## config.mk

```make
export PLATFORM = sky130hd
export DESIGN_NAME = sample_count_irq_and_mix_regs
export DESIGN_NICKNAME = d
export VERILOG_FILES = /design/src/design/codec_regs_pkg.sv /design/src/design/sample_down_counter.sv /design/src/design/sample_count_irq_and_mix_regs.sv
export SDC_FILE = /design/constraint.sdc
export NUM_CORES = 1
export LEC_CHECK = 0
export BUFFER_PORTS_ARGS = -buffer_cell sky130_fd_sc_hd__buf_2
export CORE_UTILIZATION = 60
export CTS_BUF_LIST = sky130_fd_sc_hd__clkbuf_8
export DETAILED_ROUTE_END_ITERATION = 7
export GPL_ROUTABILITY_DRIVEN = 0
export GPL_TIMING_DRIVEN = 1
export HOLD_SLACK_MARGIN = 0.12
export PLACE_DENSITY = 0.83
export SETUP_SLACK_MARGIN = 0.1
export SYNTH_ARGS = -nofsm -noshare
export SYNTH_HDL_FRONTEND = slang
export SYNTH_HIERARCHICAL = 1
export SYNTH_SLANG_ARGS = --single-unit
```

## constraint.sdc

```tcl
create_clock -name i_clk -period 4.4 [get_ports i_clk]
set_clock_uncertainty 0.05 [all_clocks]
set_input_delay 0 -clock i_clk [delete_from_list [all_inputs] [get_ports i_clk]]
set_output_delay 0 -clock i_clk [all_outputs]
set_load 0.05 [all_outputs]
```

## src/design/codec_regs_pkg.sv

```systemverilog
// Shared constants and carrier types of the codec host control registers.
// Assumes a byte-wide indirect register port already decoded to an index.
package codec_regs_pkg;

  // Widths of the register port and of the sample count.
  localparam int INDEX_W = 5;
  localparam int DATA_W  = 8;
  localparam int COUNT_W = 16;

  // Indirect indices of the registers held here.
  localparam logic [INDEX_W-1:0] IDX_DIG_MIX   = 5'h0d;
  localparam logic [INDEX_W-1:0] IDX_BASE_HIGH = 5'h0e;
  localparam logic [INDEX_W-1:0] IDX_BASE_LOW  = 5'h0f;
  localparam logic [INDEX_W-1:0] IDX_FEATURE   = 5'h10;
  localparam logic [INDEX_W-1:0] IDX_MIC_MIX   = 5'h11;
  localparam logic [INDEX_W-1:0] IDX_LEFT_LINE = 5'h12;
  localparam logic [INDEX_W-1:0] IDX_RIGHT_LINE = 5'h13;

  // Reset values; undefined bits come up as zero.
  localparam logic [DATA_W-1:0] RST_DIG_MIX   = 8'h00;
  localparam logic [DATA_W-1:0] RST_BASE      = 8'h00;
  localparam logic [DATA_W-1:0] RST_FEATURE   = 8'h11;
  localparam logic [DATA_W-1:0] RST_MIC_MIX   = 8'h10;
  localparam logic [DATA_W-1:0] RST_LINE      = 8'h88;

  // Writable bits of each register but the two base bytes, which take all eight bits; reserved bits store and read zero.
  localparam logic [DATA_W-1:0] MASK_DIG_MIX  = 8'hfd;
  localparam logic [DATA_W-1:0] MASK_FEATURE  = 8'hff;
  localparam logic [DATA_W-1:0] MASK_MIC_MIX  = 8'hfe;
  localparam logic [DATA_W-1:0] MASK_LINE     = 8'h9f;

  // Field positions.
  localparam int DIG_MIX_EN_BIT    = 0;
  localparam int DIG_ATTEN_LSB     = 2;
  localparam int UNDERRUN_ZERO_BIT = 0;
  localparam int MIC_GAIN_LSB      = 1;
  localparam int TIMER_EN_BIT      = 6;
  localparam int OUT_LEVEL_BIT     = 7;
  localparam int RIGHT_MIC_MIX_BIT = 6;
  localparam int LEFT_MIC_MIX_BIT  = 7;
  localparam int LINE_GAIN_LSB     = 0;
  localparam int LINE_MUTE_BIT     = 7;
  localparam int ATTEN_W           = 6;
  localparam int GAIN_W            = 5;

  // Gains in half-decibel units: 1.5 dB per code, +12 dB at code zero.
  localparam logic signed [7:0] HALF_DB_PER_STEP = 8'sh03;
  localparam logic signed [7:0] GAIN_TOP_HALF_DB = 8'sh18;

  // One register port request, valid for one cycle.
  typedef struct packed {
    logic               wr;
    logic               rd;
    logic [INDEX_W-1:0] index;
    logic [DATA_W-1:0]  wdata;
  } reg_req_t;

  // Decoded mixer and converter controls.
  typedef struct packed {
    logic              dig_mix_en;
    logic [7:0]        dig_atten_half_db;
    logic signed [7:0] left_mic_half_db;
    logic signed [7:0] right_mic_half_db;
    logic signed [7:0] left_line_half_db;
    logic signed [7:0] right_line_half_db;
    logic              left_mic_mix_en;
    logic              right_mic_mix_en;
    logic              left_line_mute;
    logic              right_line_mute;
    logic              output_level_select;
  } mix_ctrl_t;

endpackage

```

## src/design/sample_down_counter.sv

```systemverilog
// Reloadable down counter that flags the step past zero.
// Assumes load and step are one-cycle pulses in the i_clk domain.
`timescale 1ns/1ps
module sample_down_counter #(
  parameter int WIDTH = 16
) (
  input  wire logic             i_clk,
  input  wire logic             i_rst,
  input  wire logic             i_load,
  input  wire logic [WIDTH-1:0] i_base,
  input  wire logic             i_step,
  output logic                  o_underflow
);

  logic [WIDTH-1:0] count_q;
  logic [WIDTH-1:0] count_d;
  logic             underflow_q;
  logic             underflow_d;

  // A load wins over a step; a step at zero reloads and flags underflow.
  always_comb
  begin
    count_d     = count_q;
    underflow_d = 1'b0;
    if (i_load)
    begin
      count_d = i_base;
    end
    else if (i_step)
    begin
      if (count_q == '0)
      begin
        count_d     = i_base;
        underflow_d = 1'b1;
      end
      else
      begin
        count_d = count_q - WIDTH'(1);
      end
    end
  end

  // Counter state registers.
  always_ff @(posedge i_clk or posedge i_rst)
  begin
    if (i_rst)
    begin
      count_q     <= '0;
      underflow_q <= 1'b0;
    end
    else
    begin
      count_q     <= count_d;
      underflow_q <= underflow_d;
    end
  end

  assign o_underflow = underflow_q;

endmodule

```

## src/design/sample_count_irq_and_mix_regs.sv

```systemverilog
// Indirect control registers: sample count interrupt, timer enable, mix gains.
// Assumes the host port is decoded to single-cycle index requests on i_clk,
// and that sample, transfer and timer ticks are single-cycle pulses.
`timescale 1ns/1ps
module sample_count_irq_and_mix_regs #(
  parameter int COUNT_W = codec_regs_pkg::COUNT_W
) (
  input  wire logic                          i_clk,
  input  wire logic                          i_rst,
  input  wire codec_regs_pkg::reg_req_t      i_req,
  input  wire logic                          i_status_wr,
  input  wire logic                          i_expanded_mode,
  input  wire logic                          i_playback_enable_bit,
  input  wire logic                          i_capture_enable_bit,
  input  wire logic                          i_irq_pin_enable,
  input  wire logic                          i_sample_tick,
  input  wire logic                          i_playback_xfer,
  input  wire logic                          i_playback_underrun,
  input  wire logic [COUNT_W-1:0]            i_timer_period,
  input  wire logic                          i_timer_tick,
  output logic [codec_regs_pkg::DATA_W-1:0]  o_rdata,
  output logic                               o_rvalid,
  output logic                               o_irq,
  output logic                               o_count_irq_pending,
  output logic                               o_timer_irq_flag,
  output logic                               o_dac_midscale,
  output logic                               o_dac_repeat,
  output codec_regs_pkg::mix_ctrl_t          o_mix
);
  import codec_regs_pkg::*;

  // Stored register images.
  logic [DATA_W-1:0] dig_mix_q,    dig_mix_d;
  logic [DATA_W-1:0] base_high_q,  base_high_d;
  logic [DATA_W-1:0] base_low_q,   base_low_d;
  logic [DATA_W-1:0] feature_q,    feature_d;
  logic [DATA_W-1:0] mic_mix_q,    mic_mix_d;
  logic [DATA_W-1:0] left_line_q,  left_line_d;
  logic [DATA_W-1:0] right_line_q, right_line_d;

  // Read port, interrupt and underrun state.
  logic [DATA_W-1:0] rdata_q,      rdata_d;
  logic              rvalid_q,     rvalid_d;
  logic              count_pend_q, count_pend_d;
  logic              timer_flag_q, timer_flag_d;
  logic              irq_q,        irq_d;
  logic              midscale_q,   midscale_d;
  logic              repeat_q,     repeat_d;

  // Timer state.
  logic [COUNT_W-1:0] timer_cnt_q, timer_cnt_d;
  logic               timer_en_q,  timer_en_d;

  // Decoded mixer controls.
  mix_ctrl_t mix_q, mix_d;

  // Request decode and counter hookup.
  logic        expanded_access;
  logic        wr_high;
  logic        count_step;
  logic        count_underflow;
  logic [COUNT_W-1:0] load_base;
  logic        timer_en_now;
  logic        timer_expire;

  // Maps a 1.5 dB step gain code to half-decibel units from +12 dB.
  function automatic logic signed [7:0] gain_half_db(input logic [GAIN_W-1:0] code);
    logic signed [7:0] steps;
    steps = $signed({3'b000, code});
    gain_half_db = 8'(GAIN_TOP_HALF_DB - steps * HALF_DB_PER_STEP);
  endfunction

  // True when the index is an expanded-mode register.
  function automatic logic is_expanded_index(input logic [INDEX_W-1:0] idx);
    is_expanded_index = (idx >= IDX_FEATURE) && (idx <= IDX_RIGHT_LINE);
  endfunction

  // Expanded registers only answer while expanded mode is on.
  assign expanded_access = i_expanded_mode || !is_expanded_index(i_req.index);
  assign wr_high         = i_req.wr && (i_req.index == IDX_BASE_HIGH);

  // Compat mode counts sample periods; expanded mode counts playback transfers.
  assign count_step = i_expanded_mode ? (i_playback_xfer && i_playback_enable_bit)
                                      : (i_sample_tick &&
                                         (i_playback_enable_bit || i_capture_enable_bit));

  // A high byte write loads the new pair; an underflow reloads the stored pair, not the bus data.
  assign load_base = wr_high ? {i_req.wdata, base_low_q} : {base_high_q, base_low_q};

  // Down counter for the sample base count.
  sample_down_counter #(
    .WIDTH (COUNT_W)
  ) u_count (
    .i_clk       (i_clk),
    .i_rst       (i_rst),
    .i_load      (wr_high),
    .i_base      (load_base),
    .i_step      (count_step),
    .o_underflow (count_underflow)
  );

  // Register writes; reserved bits are masked away.
  always_comb
  begin
    dig_mix_d    = dig_mix_q;
    base_high_d  = base_high_q;
    base_low_d   = base_low_q;
    feature_d    = feature_q;
    mic_mix_d    = mic_mix_q;
    left_line_d  = left_line_q;
    right_line_d = right_line_q;
    if (i_req.wr && expanded_access)
    begin
      unique case (i_req.index)
        IDX_DIG_MIX:    dig_mix_d    = i_req.wdata & MASK_DIG_MIX;
        IDX_BASE_HIGH:  base_high_d  = i_req.wdata;
        IDX_BASE_LOW:   base_low_d   = i_req.wdata;
        IDX_FEATURE:    feature_d    = i_req.wdata & MASK_FEATURE;
        IDX_MIC_MIX:    mic_mix_d    = i_req.wdata & MASK_MIC_MIX;
        IDX_LEFT_LINE:  left_line_d  = i_req.wdata & MASK_LINE;
        IDX_RIGHT_LINE: right_line_d = i_req.wdata & MASK_LINE;
        default:        dig_mix_d    = dig_mix_q;
      endcase
    end
  end

  // Register image flip-flops.
  always_ff @(posedge i_clk or posedge i_rst)
  begin
    if (i_rst)
    begin
      dig_mix_q    <= RST_DIG_MIX;
      base_high_q  <= RST_BASE;
      base_low_q   <= RST_BASE;
      feature_q    <= RST_FEATURE;
      mic_mix_q    <= RST_MIC_MIX;
      left_line_q  <= RST_LINE;
      right_line_q <= RST_LINE;
    end
    else
    begin
      dig_mix_q    <= dig_mix_d;
      base_high_q  <= base_high_d;
      base_low_q   <= base_low_d;
      feature_q    <= feature_d;
      mic_mix_q    <= mic_mix_d;
      left_line_q  <= left_line_d;
      right_line_q <= right_line_d;
    end
  end

  // Read data: base bytes return the written value, never the running count.
  always_comb
  begin
    rdata_d  = '0;
    rvalid_d = i_req.rd;
    if (i_req.rd && expanded_access)
    begin
      unique case (i_req.index)
        IDX_DIG_MIX:    rdata_d = dig_mix_q;
        IDX_BASE_HIGH:  rdata_d = base_high_q;
        IDX_BASE_LOW:   rdata_d = base_low_q;
        IDX_FEATURE:    rdata_d = feature_q;
        IDX_MIC_MIX:    rdata_d = mic_mix_q;
        IDX_LEFT_LINE:  rdata_d = left_line_q;
        IDX_RIGHT_LINE: rdata_d = right_line_q;
        default:        rdata_d = '0;
      endcase
    end
  end

  // Read port flip-flops.
  always_ff @(posedge i_clk or posedge i_rst)
  begin
    if (i_rst)
    begin
      rdata_q  <= '0;
      rvalid_q <= 1'b0;
    end
    else
    begin
      rdata_q  <= rdata_d;
      rvalid_q <= rvalid_d;
    end
  end

  // The timer runs from the enable bit that is about to be stored.
  assign timer_en_now = feature_d[TIMER_EN_BIT];
  assign timer_expire = timer_en_q && i_timer_tick && (timer_cnt_q == '0);

  // Timer: enabling reloads the period, each expiry reloads and flags.
  always_comb
  begin
    timer_en_d  = timer_en_now;
    timer_cnt_d = timer_cnt_q;
    if (timer_en_now && !timer_en_q)
    begin
      timer_cnt_d = i_timer_period;
    end
    else if (timer_en_q && timer_en_now && i_timer_tick)
    begin
      if (timer_cnt_q == '0)
      begin
        timer_cnt_d = i_timer_period;
      end
      else
      begin
        timer_cnt_d = timer_cnt_q - COUNT_W'(1);
      end
    end
  end

  // Timer flip-flops.
  always_ff @(posedge i_clk or posedge i_rst)
  begin
    if (i_rst)
    begin
      timer_en_q  <= 1'b0;
      timer_cnt_q <= '0;
    end
    else
    begin
      timer_en_q  <= timer_en_d;
      timer_cnt_q <= timer_cnt_d;
    end
  end

  // Interrupt sources: a new event beats a simultaneous status clear,
  // but turning the timer off clears its flag at once.
  always_comb
  begin
    count_pend_d = count_pend_q;
    if (i_status_wr)
    begin
      count_pend_d = 1'b0;
    end
    if (count_underflow)
    begin
      count_pend_d = 1'b1;
    end
    timer_flag_d = timer_flag_q;
    if (i_status_wr)
    begin
      timer_flag_d = 1'b0;
    end
    if (timer_expire)
    begin
      timer_flag_d = 1'b1;
    end
    if (!timer_en_now)
    begin
      timer_flag_d = 1'b0;
    end
    irq_d = i_irq_pin_enable && (count_pend_d || timer_flag_d);
  end

  // Interrupt flip-flops.
  always_ff @(posedge i_clk or posedge i_rst)
  begin
    if (i_rst)
    begin
      count_pend_q <= 1'b0;
      timer_flag_q <= 1'b0;
      irq_q        <= 1'b0;
    end
    else
    begin
      count_pend_q <= count_pend_d;
      timer_flag_q <= timer_flag_d;
      irq_q        <= irq_d;
    end
  end

  // Underrun response; compat mode always outputs midscale.
  always_comb
  begin
    midscale_d = i_playback_underrun &&
                 (!i_expanded_mode || feature_q[UNDERRUN_ZERO_BIT]);
    repeat_d   = i_playback_underrun && i_expanded_mode &&
                 !feature_q[UNDERRUN_ZERO_BIT];
  end

  // Underrun flip-flops.
  always_ff @(posedge i_clk or posedge i_rst)
  begin
    if (i_rst)
    begin
      midscale_q <= 1'b0;
      repeat_q   <= 1'b0;
    end
    else
    begin
      midscale_q <= midscale_d;
      repeat_q   <= repeat_d;
    end
  end

  // Decode gains, attenuation, mutes and routing for the analog side.
  always_comb
  begin
    mix_d.dig_mix_en          = dig_mix_q[DIG_MIX_EN_BIT];
    mix_d.dig_atten_half_db   = 8'({2'b00, dig_mix_q[DIG_ATTEN_LSB +: ATTEN_W]} *
                                   8'(HALF_DB_PER_STEP));
    mix_d.left_mic_half_db    = gain_half_db(feature_q[MIC_GAIN_LSB +: GAIN_W]);
    mix_d.right_mic_half_db   = gain_half_db(mic_mix_q[MIC_GAIN_LSB +: GAIN_W]);
    mix_d.left_line_half_db   = gain_half_db(left_line_q[LINE_GAIN_LSB +: GAIN_W]);
    mix_d.right_line_half_db  = gain_half_db(right_line_q[LINE_GAIN_LSB +: GAIN_W]);
    mix_d.left_mic_mix_en     = mic_mix_q[LEFT_MIC_MIX_BIT];
    mix_d.right_mic_mix_en    = mic_mix_q[RIGHT_MIC_MIX_BIT];
    mix_d.left_line_mute      = left_line_q[LINE_MUTE_BIT];
    mix_d.right_line_mute     = right_line_q[LINE_MUTE_BIT];
    mix_d.output_level_select = feature_q[OUT_LEVEL_BIT];
  end

  // Mixer control flip-flops; reset matches the decoded register resets.
  always_ff @(posedge i_clk or posedge i_rst)
  begin
    if (i_rst)
    begin
      mix_q <= '{dig_mix_en: 1'b0, dig_atten_half_db: 8'h00,
                 left_mic_half_db: 8'sh00, right_mic_half_db: 8'sh00,
                 left_line_half_db: 8'sh00, right_line_half_db: 8'sh00,
                 left_mic_mix_en: 1'b0, right_mic_mix_en: 1'b0,
                 left_line_mute: 1'b1, right_line_mute: 1'b1,
                 output_level_select: 1'b0};
    end
    else
    begin
      mix_q <= mix_d;
    end
  end

  // Outputs straight from flip-flops.
  assign o_rdata             = rdata_q;
  assign o_rvalid            = rvalid_q;
  assign o_irq               = irq_q;
  assign o_count_irq_pending = count_pend_q;
  assign o_timer_irq_flag    = timer_flag_q;
  assign o_dac_midscale      = midscale_q;
  assign o_dac_repeat        = repeat_q;
  assign o_mix               = mix_q;

endmodule

```

==> reports/qor.txt, run 1 <==
status = completed
Core Area = 12210 um^2
CTS tree = yes
Final period util = 69.39%
ANT nets after route = 0
global-route wire length before repair = 29180 um
dpl hpwl = 12210 um
post-layout instance area = 9059 um^2
Residual DRC = 0
final wirelength = 17900 um
Seq/Total Area, Yosys = 47.13%
Fin. Hold Viols = 0
Leak = 4.298 nW
Startpoint Class = input pin
Final #Nets = 931
Crit. End Element = register
RSZ-0062 raised after global routing = no
post-route minimum period = 3.053 ns
gr usage total = 29.18%
Worst Path Max Fanout = 33
routed vias/inst = 5.917
Fillers = 831
EDFF count, synth = 0
Post-CTS Resized = 0
Die X = 114.7 um
Area Growth Syn to Fin = 18.92%
Cell Area, Placed = 8239 um^2
H-tree levels = 4
Tightest Pin Transition = 1.150 ns
final setup fails = 0
# IOs = 102
vias in the first global route = 5893
Clock Latency Late Sink = 0.46 ns
via count = 6029
Critical Path Max Stage Delay = 0.84 ns
CP Data Required Time = 4.70 ns
final core occ = 74.18%
crit-path cells = dlygate4sd3_1 > buf_2 > nor3b_4 > dlygate4sd3_1 > nand3_2 > o31ai_4 > buf_4 > o21ai_0 > a211o_1
Max-Cap Viols = 0
die area = 13150 um^2
initial core utilization = 62.38%
slowest CP cell = dlygate4sd3_1
Crit path top cell by count = dlygate4sd3_1
Tot Pwr = 0.004832 W
Largest delay share family, worst path = buffers and inverters
WHS = 0.1490 ns
synth cell count leaders = 134 x dfrtp_1, 55 x mux2_2, 52 x inv_1
Syn. warnings = 6
Detailed Routing Iterations Pass 1 = 5
Worst Path Buf+Inv = 4
Clock Tree Buf Depth = 2
Rel. slew slack = 23.01%
sequential cell area = 3590 um^2
combined area of the multi-input logic cells = 3699 um^2
CTS Sinks = 143
Synth async-reset ratio = 100.0%
share of cells above drive strength 1 = 26.00%
FF+latch count, synth = 143
initial antenna violation count = 0
Crit Path Class = input pin to register
Final Max Slew Viols = 0
Synth Cell Area = 7617 um^2
PD cells = 533.4 nW/um^2
crit path DAT = 3.35 ns
HP Class = input pin to asynchronous set/reset pin
count leader, synth = dfrtp_1
top cells by area, synth = dfrtp_1 44%, mux2_2 8.1%, ha_1 7.7%
row cnt = 40
largest net degree at the start of global routing = 86
root buffer cell = clkbuf_8
CTS buffer count = 17
Setup TNS Final = 0 ns
Netlist cell types = 67
fmax = 327.5 MHz
Worst VDD drop = 0.0002712 V
top-area cell type share of the netlist area = 44.02%
IO buf count = 101
cell count after synthesis = 697
die height = 114.7 um
Routed WL per cell = 17.56 um
1st-iter DRT viols = 625
mean area per synthesized cell = 10.93 um^2
clock transition at the registers of the reported paths = 0.08 ns
Mapped Nets = 791
largest area contributor in the netlist = dfrtp_1
total grt overflow = 0
most used flip-flop cell after synthesis = dfrtp_1
-- layout make-up --
cell class | instances | share of cell area (%)
Multi-Input combinational cell | 476 | 40.83
Antenna cell | 1 | 0.02762
Clock inverter | 13 | 1.602
Sequential cell | 143 | 39.63
Timing Repair Buffer | 147 | 10.52
Clock buffer | 19 | 2.887
Tap cell | 168 | 2.320
Inverter | 52 | 2.182
-- through the flow --
stage,std cells,setup WS [ns]
final,1019,1.347
after detailed placement,945,1.747
after global placement,945,1.886
after global routing,1018,1.215
after floorplan,697,1.009
after CTS,1018,1.427
-- sequential cells by signal (all words and copies together), names as in the netlist, 6 cells and up --
| name | flops |
|---|---|
| mic_mix_q | 7 |
| feature_q | 8 |
| left_line_q | 6 |
| o_rdata | 8 |
| o_mix | 46 |
| base_low_q | 8 |
| right_line_q | 6 |
| u_count/count_q | 16 |
| base_high_q | 8 |
| timer_cnt_q | 16 |
| dig_mix_q | 7 |
-- logic make-up (layout without fill, tap and decap cells) --
family,Yosys count,after routing,share of synthesized area [%]
adder cells (fa/ha/maj),52,52,9.034
flip-flops,143,143,47.13
XOR/XNOR,28,28,3.220
buffers and inverters,78,231,4.320
other,0,1,0
multiplexers,75,75,11.09
AND/OR/NAND/NOR,180,180,12.45
AO/OA/AOI/OAI,141,141,12.76
-- path summary, 6_finish.rpt --
kind / startpoint / endpoint / slack [ns] / cells past startpoint
max reg2reg: timer_cnt_q[4]$_DFFE_PP0P_ / o_irq$_DFF_PP0_ / 1.93 / 6
min in group i_clk: i_req[13] / o_rvalid$_DFF_PP0_ / 0.18 / 2
min reg2reg: right_line_q[7]$_DFFE_PP1P_ / o_mix[1]$_DFF_PP1_ / 0.34 / 0
min: i_rst / u_count/count_q[13]$_DFFE_PP0P_ / 0.15 / 3
max in group asynchronous: i_rst / mic_mix_q[4]$_DFFE_PP1P_ / 2.90 / 4
max: i_req[11] / timer_cnt_q[13]$_DFFE_PP0P_ / 1.35 / 9
-- per-layer routing --
layer  wire length (um)  GRT usage (%)  vias to the layer above
li1                   -              -                     2768
met1               7259          37.12                     2907
met5                  0              0                        -
met2               8851          48.40                      301
met4                548          13.16                        0
met3               1238          5.823                       53
-- repair_timing --
action,in CTS,in global routing
hold buffers,41,0
buffers inserted,0,0
endpoints found under the hold margin,182,0
-- report_power, final --
group          switching [W]  internal, W  leakage (nW)  total (W)
combinational        0.00120     0.000622          2.30    0.00182
clock               0.000482     0.000581         0.216    0.00106
sequential          0.000290      0.00166          1.78    0.00195
-- worst register-to-register path, delay by kind of cell, from the launching register on --
family | cells | cell delay [ns]
simple gates | 2 | 0.76
buf+inv | 1 | 0.55
flops | 1 | 0.47
compound gates | 3 | 0.57
-- cells in the final DEF, fill, tap and decap left out, types with 8 or more instances in the layout --
cell type      synthesis  layout
and3_1                 8       8
dlygate4sd3_1          0      41
ha_1                  47      47
mux2_2                55      55
clkbuf_8               0      19
buf_2                  8     101
dfstp_2                9       9
nand3_1               21      21
xor2_1                21      21
nor4_1                11      11
nor3_1                19      19
inv_1                 52      52
o2bb2ai_1             12      12
dfrtp_1              134     134
nor2_1                44      44
mux2i_1               18      18
a21oi_1               21      21
o21ai_0               38      38
a21o_1                13      13
nand2_1               39      39
No activity file was read; power rests on OpenSTA's default activity.
==> run 2: changes to the inputs <==
--- a/config.mk
+++ b/config.mk
@@ -5,14 +5,15 @@
 export SDC_FILE = /design/constraint.sdc
 export NUM_CORES = 1
 export LEC_CHECK = 0
+export ABC_AREA = 1
 export BUFFER_PORTS_ARGS = -buffer_cell sky130_fd_sc_hd__buf_2
-export CORE_UTILIZATION = 60
+export CORE_UTILIZATION = 55
 export CTS_BUF_LIST = sky130_fd_sc_hd__clkbuf_8
 export DETAILED_ROUTE_END_ITERATION = 7
 export GPL_ROUTABILITY_DRIVEN = 0
 export GPL_TIMING_DRIVEN = 1
 export HOLD_SLACK_MARGIN = 0.12
-export PLACE_DENSITY = 0.83
+export PLACE_DENSITY = 0.79
 export SETUP_SLACK_MARGIN = 0.1
 export SYNTH_ARGS = -nofsm -noshare
 export SYNTH_HDL_FRONTEND = slang
==> constraint.sdc (replaced) <==
create_clock -name i_clk -period 2.7 [get_ports i_clk]
set_clock_uncertainty 0.05 [all_clocks]
set_input_delay 0 -clock i_clk [delete_from_list [all_inputs] [get_ports i_clk]]
set_output_delay 0 -clock i_clk [all_outputs]
set_load 0.05 [all_outputs]
==> reports/qor.txt, run 2 <==
HP Class = input pin to register (was input pin to asynchronous set/reset pin)
gr usage total = 27.38% (was 29.18%)
slowest CP cell = dlygate4sd3_1 (unchanged)
Area Growth Syn to Fin = 19.63% (was 18.92%)
max reg flops = 46 (unchanged)
Worst Hold Depth = 6
Startpoint Class = input pin (unchanged)
cell count after synthesis = 979 (was 697)
die height = 122.4 um (was 114.7 um)
most frequent cells in the layout = 271 x nand2_1, 138 x inv_1, 134 x dfrtp_1 (was 134 x dfrtp_1, 101 x buf_2, 55 x mux2_2)
initial core utilization = 56.96% (was 62.38%)
crit-path cells = dlygate4sd3_1 > buf_2 > nand2_2 > nor2_4 > dlygate4sd3_1 > nand4_4 > nand2_2 > nand2_4 > inv_1 > nand2_1 > a21boi_1 > dlygate4sd3_1 (was dlygate4sd3_1 > buf_2 > nor3b_4 > dlygate4sd3_1 > nand3_2 > o31ai_4 > buf_4 > o21ai_0 > a211o_1)
total grt overflow = 0 (unchanged)
fmax = 401.5 MHz
share of cells above drive strength 1 = 16.85% (was 26.00%)
Largest delay share family, worst path = buffers and inverters (unchanged)
Seq/Total Area, Yosys = 45.05% (was 47.13%)
Crit Path Class = input pin to register (unchanged)
CP Data Required Time = 3.05 ns (was 4.70 ns)
row cnt = 43 (was 40)
CTS Sinks = 143 (unchanged)
mean area per synthesized cell = 8.139 um^2 (was 10.93 um^2)
Detailed Routing Iterations Pass 1 = 6 (was 5)
EDFF count, synth = 0 (unchanged)
Worst Path Max Fanout = 15 (was 33)
top cells by area, synth = dfrtp_1 42%, nand2_1 13%, ha_1 7.4% (was dfrtp_1 44%, mux2_2 8.1%, ha_1 7.7%)
Clock Latency Late Sink = 0.46 ns (about the same)
Crit path top cell by count = dlygate4sd3_1 (unchanged)
Worst Path Buf+Inv = 5 (was 4)
CP Depth = 12 (was 9)
HP Start = i_playback_enable_bit
Fin. Hold Viols = 0 (unchanged)
dpl hpwl = 13240 um (was 12210 um)
RSZ-0062 raised after global routing = no (unchanged)
Worst R2R Start = timer_cnt_q[10]$_DFFE_PP0P_ (was timer_cnt_q[4]$_DFFE_PP0P_)
post-synthesis simple-gate area fraction = 25.64% (was 12.45%)
crit path DAT = 2.84 ns (was 3.35 ns)
leading cell type in the layout, fill and taps excluded = nand2_1 (was dfrtp_1)
Netlist cell types = 36 (was 67)
Core Area = 13990 um^2 (was 12210 um^2)
top-area cell type share of the netlist area = 42.09% (was 44.02%)
FF+latch count, synth = 143 (unchanged)
Tightest Pin Transition = 0.7248 ns (was 1.150 ns)
H-tree levels = 4 (unchanged)
Critical Path Max Stage Delay = 0.65 ns (was 0.84 ns)
final setup fails = 0 (unchanged)
Final #Nets = 1232 (was 931)
adder-cell share of the synthesized area = 8.637% (was 9.034%)
ANT nets after route = 0 (unchanged)
Synth Area in Compound Gates = 8.244% (was 12.76%)
Synth Cell Area = 7968 um^2 (was 7617 um^2)
largest area contributor in the netlist = dfrtp_1 (unchanged)
Rel. slew slack = 51.63% (was 23.01%)
Max-Cap Viols = 0 (unchanged)
Crit. End Element = register (unchanged)
IO buf count = 101 (unchanged)
proportion of synthesized area in mux cells = 0% (was 11.09%)
Die X = 122.4 um (was 114.7 um)
# IOs = 102 (unchanged)
vias in the first global route = 6597 (was 5893)
routed vias/inst = 5.209 (was 5.917)
CTS buffer count = 17 (unchanged)
Mapped Nets = 1073 (was 791)
Residual DRC = 0 (unchanged)
die area = 14970 um^2 (was 13150 um^2)
status = completed (unchanged)
worst-case reg-to-reg path depth = 8 (was 6)
Final Non-Filler Cells = 1331 (was 1019)
Synth Area in XOR/XNOR = 3.957% (was 3.219%)
root buffer cell = clkbuf_8 (unchanged)
main combinational cell family by area after synthesis = simple AND/OR/NAND/NOR gates (was compound AO/OA/AOI/OAI gates)
initial antenna violation count = 0 (unchanged)
Placed Cells = 1245 (was 945)
Antenna diodes = 0 (was 1)
Crit. Startpoint = i_req[12] (was i_req[11])
Final Max Slew Viols = 0 (unchanged)
most used flip-flop cell after synthesis = dfrtp_1 (unchanged)
Worst VDD drop = 0.0005543 V (was 0.0002712 V)
Routed WL per cell = 14.29 um (was 17.56 um)
count leader, synth = nand2_1 (was dfrtp_1)
Synth async-reset ratio = 100.0% (unchanged)
Clock Tree Buf Depth = 2 (unchanged)
CTS tree = yes (unchanged)
largest net degree at the start of global routing = 127 (was 86)
global-route wire length before repair = 31510 um (was 29180 um)
1st-iter DRT viols = 571 (was 625)
final wirelength = 19010 um (was 17900 um)
PD cells = 934.4 nW/um^2 (was 533.4 nW/um^2)
Syn. warnings = 6 (unchanged)
Final period util = 92.24%
post-route minimum period = 2.490 ns
Cell Area, Placed = 8607 um^2 (was 8239 um^2)
Setup TNS Final = 0 ns (unchanged)
post-layout instance area = 9532 um^2 (was 9059 um^2)
synth cell count leaders = 271 x nand2_1, 137 x inv_1, 134 x dfrtp_1 (was 134 x dfrtp_1, 55 x mux2_2, 52 x inv_1)
via count = 6933 (was 6029)
Leak = 5.032 nW (was 4.298 nW)
clock transition at the registers of the reported paths = 0.08 ns (about the same)
[run 2: cell count changes in the layout (fill, tap and decap cells not counted), moves of 13 or more]
cell     before  now
nor3_1       19    5
nand2_1      39  271
mux2_2       55    0
nand2_2       0   16
nand3_1      21   70
mux2i_1      18    0
nor2_1       44   70
o21ai_0      38   69
o21ai_1       1   14
inv_1        52  138
[run 2: per-layer routing]
layer	track usage, %	wire [um]
met1	36.90	8257
met2	43.15	9237
met3	4.972	919
met4	12.35	599
met5	0	0
[run 2: final timing paths]
check                                                 end  slack (ns)
setup / recovery                          o_irq$_DFF_PP0_        0.21
max in group asynchronous     right_line_q[1]$_DFFE_PP0P_        1.86
min in group asynchronous  u_count/count_q[6]$_DFFE_PP0P_        0.18
hold / removal             u_count/count_q[6]$_DFFE_PP0P_        0.16
hold reg to reg                        o_mix[2]$_DFF_PP1_        0.34
setup reg to reg                          o_irq$_DFF_PP0_        0.32
[run 2: cell type report]
| cell class | instances | area, um^2 |
|---|---|---|
| Fill cell | 1097 | 4457 |
| Inverter | 143 | 548.0 |
| Tap cell | 180 | 225.2 |
| Multi-Input combinational cell | 676 | 3715 |
| Timing Repair Buffer | 157 | 1064 |
| Sequential cell | 143 | 3590 |
| Clock inverter | 10 | 87.58 |
| Clock buffer | 22 | 302.8 |
[run 2: power breakdown]
group          leakage (nW)  total [W]  switching (W)  internal (W)
clock network         0.200    0.00166       0.000811      0.000844
registers              1.81    0.00324       0.000471       0.00277
logic                  3.02    0.00401        0.00274       0.00127
[run 2: kinds of logic (layout without fill, tap and decap cells)]
kind of cell	count (synthesis)	count (layout)
AO/OA/AOI/OAI	125	125
flip-flops	143	143
AND/OR/NAND/NOR	462	463
adder cells (fa/ha/maj)	52	52
XOR/XNOR	36	36
buffers and inverters	161	332
[run 2: what timing repair did]
item	4_1_cts	5_1_grt
hold buffers	50	0
resized for setup	0	1
setup buffers	0	3
hold endpoints to repair	228	0
setup endpoints to repair	0	3
[run 2: through the flow]
stage	util (%)	hold WS (ns)	total power [W]	setup WS, ns
2_1_floorplan	-	-0.1239	0.006335	0.8025
3_3_place_gp	61.53	0.1099	0.007073	0.6949
3_5_place_dp	61.53	0.1283	0.007182	0.5965
4_1_cts	67.90	0.1252	0.008935	0.2108
5_1_grt	68.14	0.2223	0.009574	0.1303
6_report	68.14	0.1562	0.008907	0.2095
[run 2: tightest hold or removal path: cells and delay by family]
family                 cells  cell delay [ns]
and+or+nand+nor            4             0.40
AOI/OAI and AO/OA          1             0.13
buffers and inverters      1             0.09
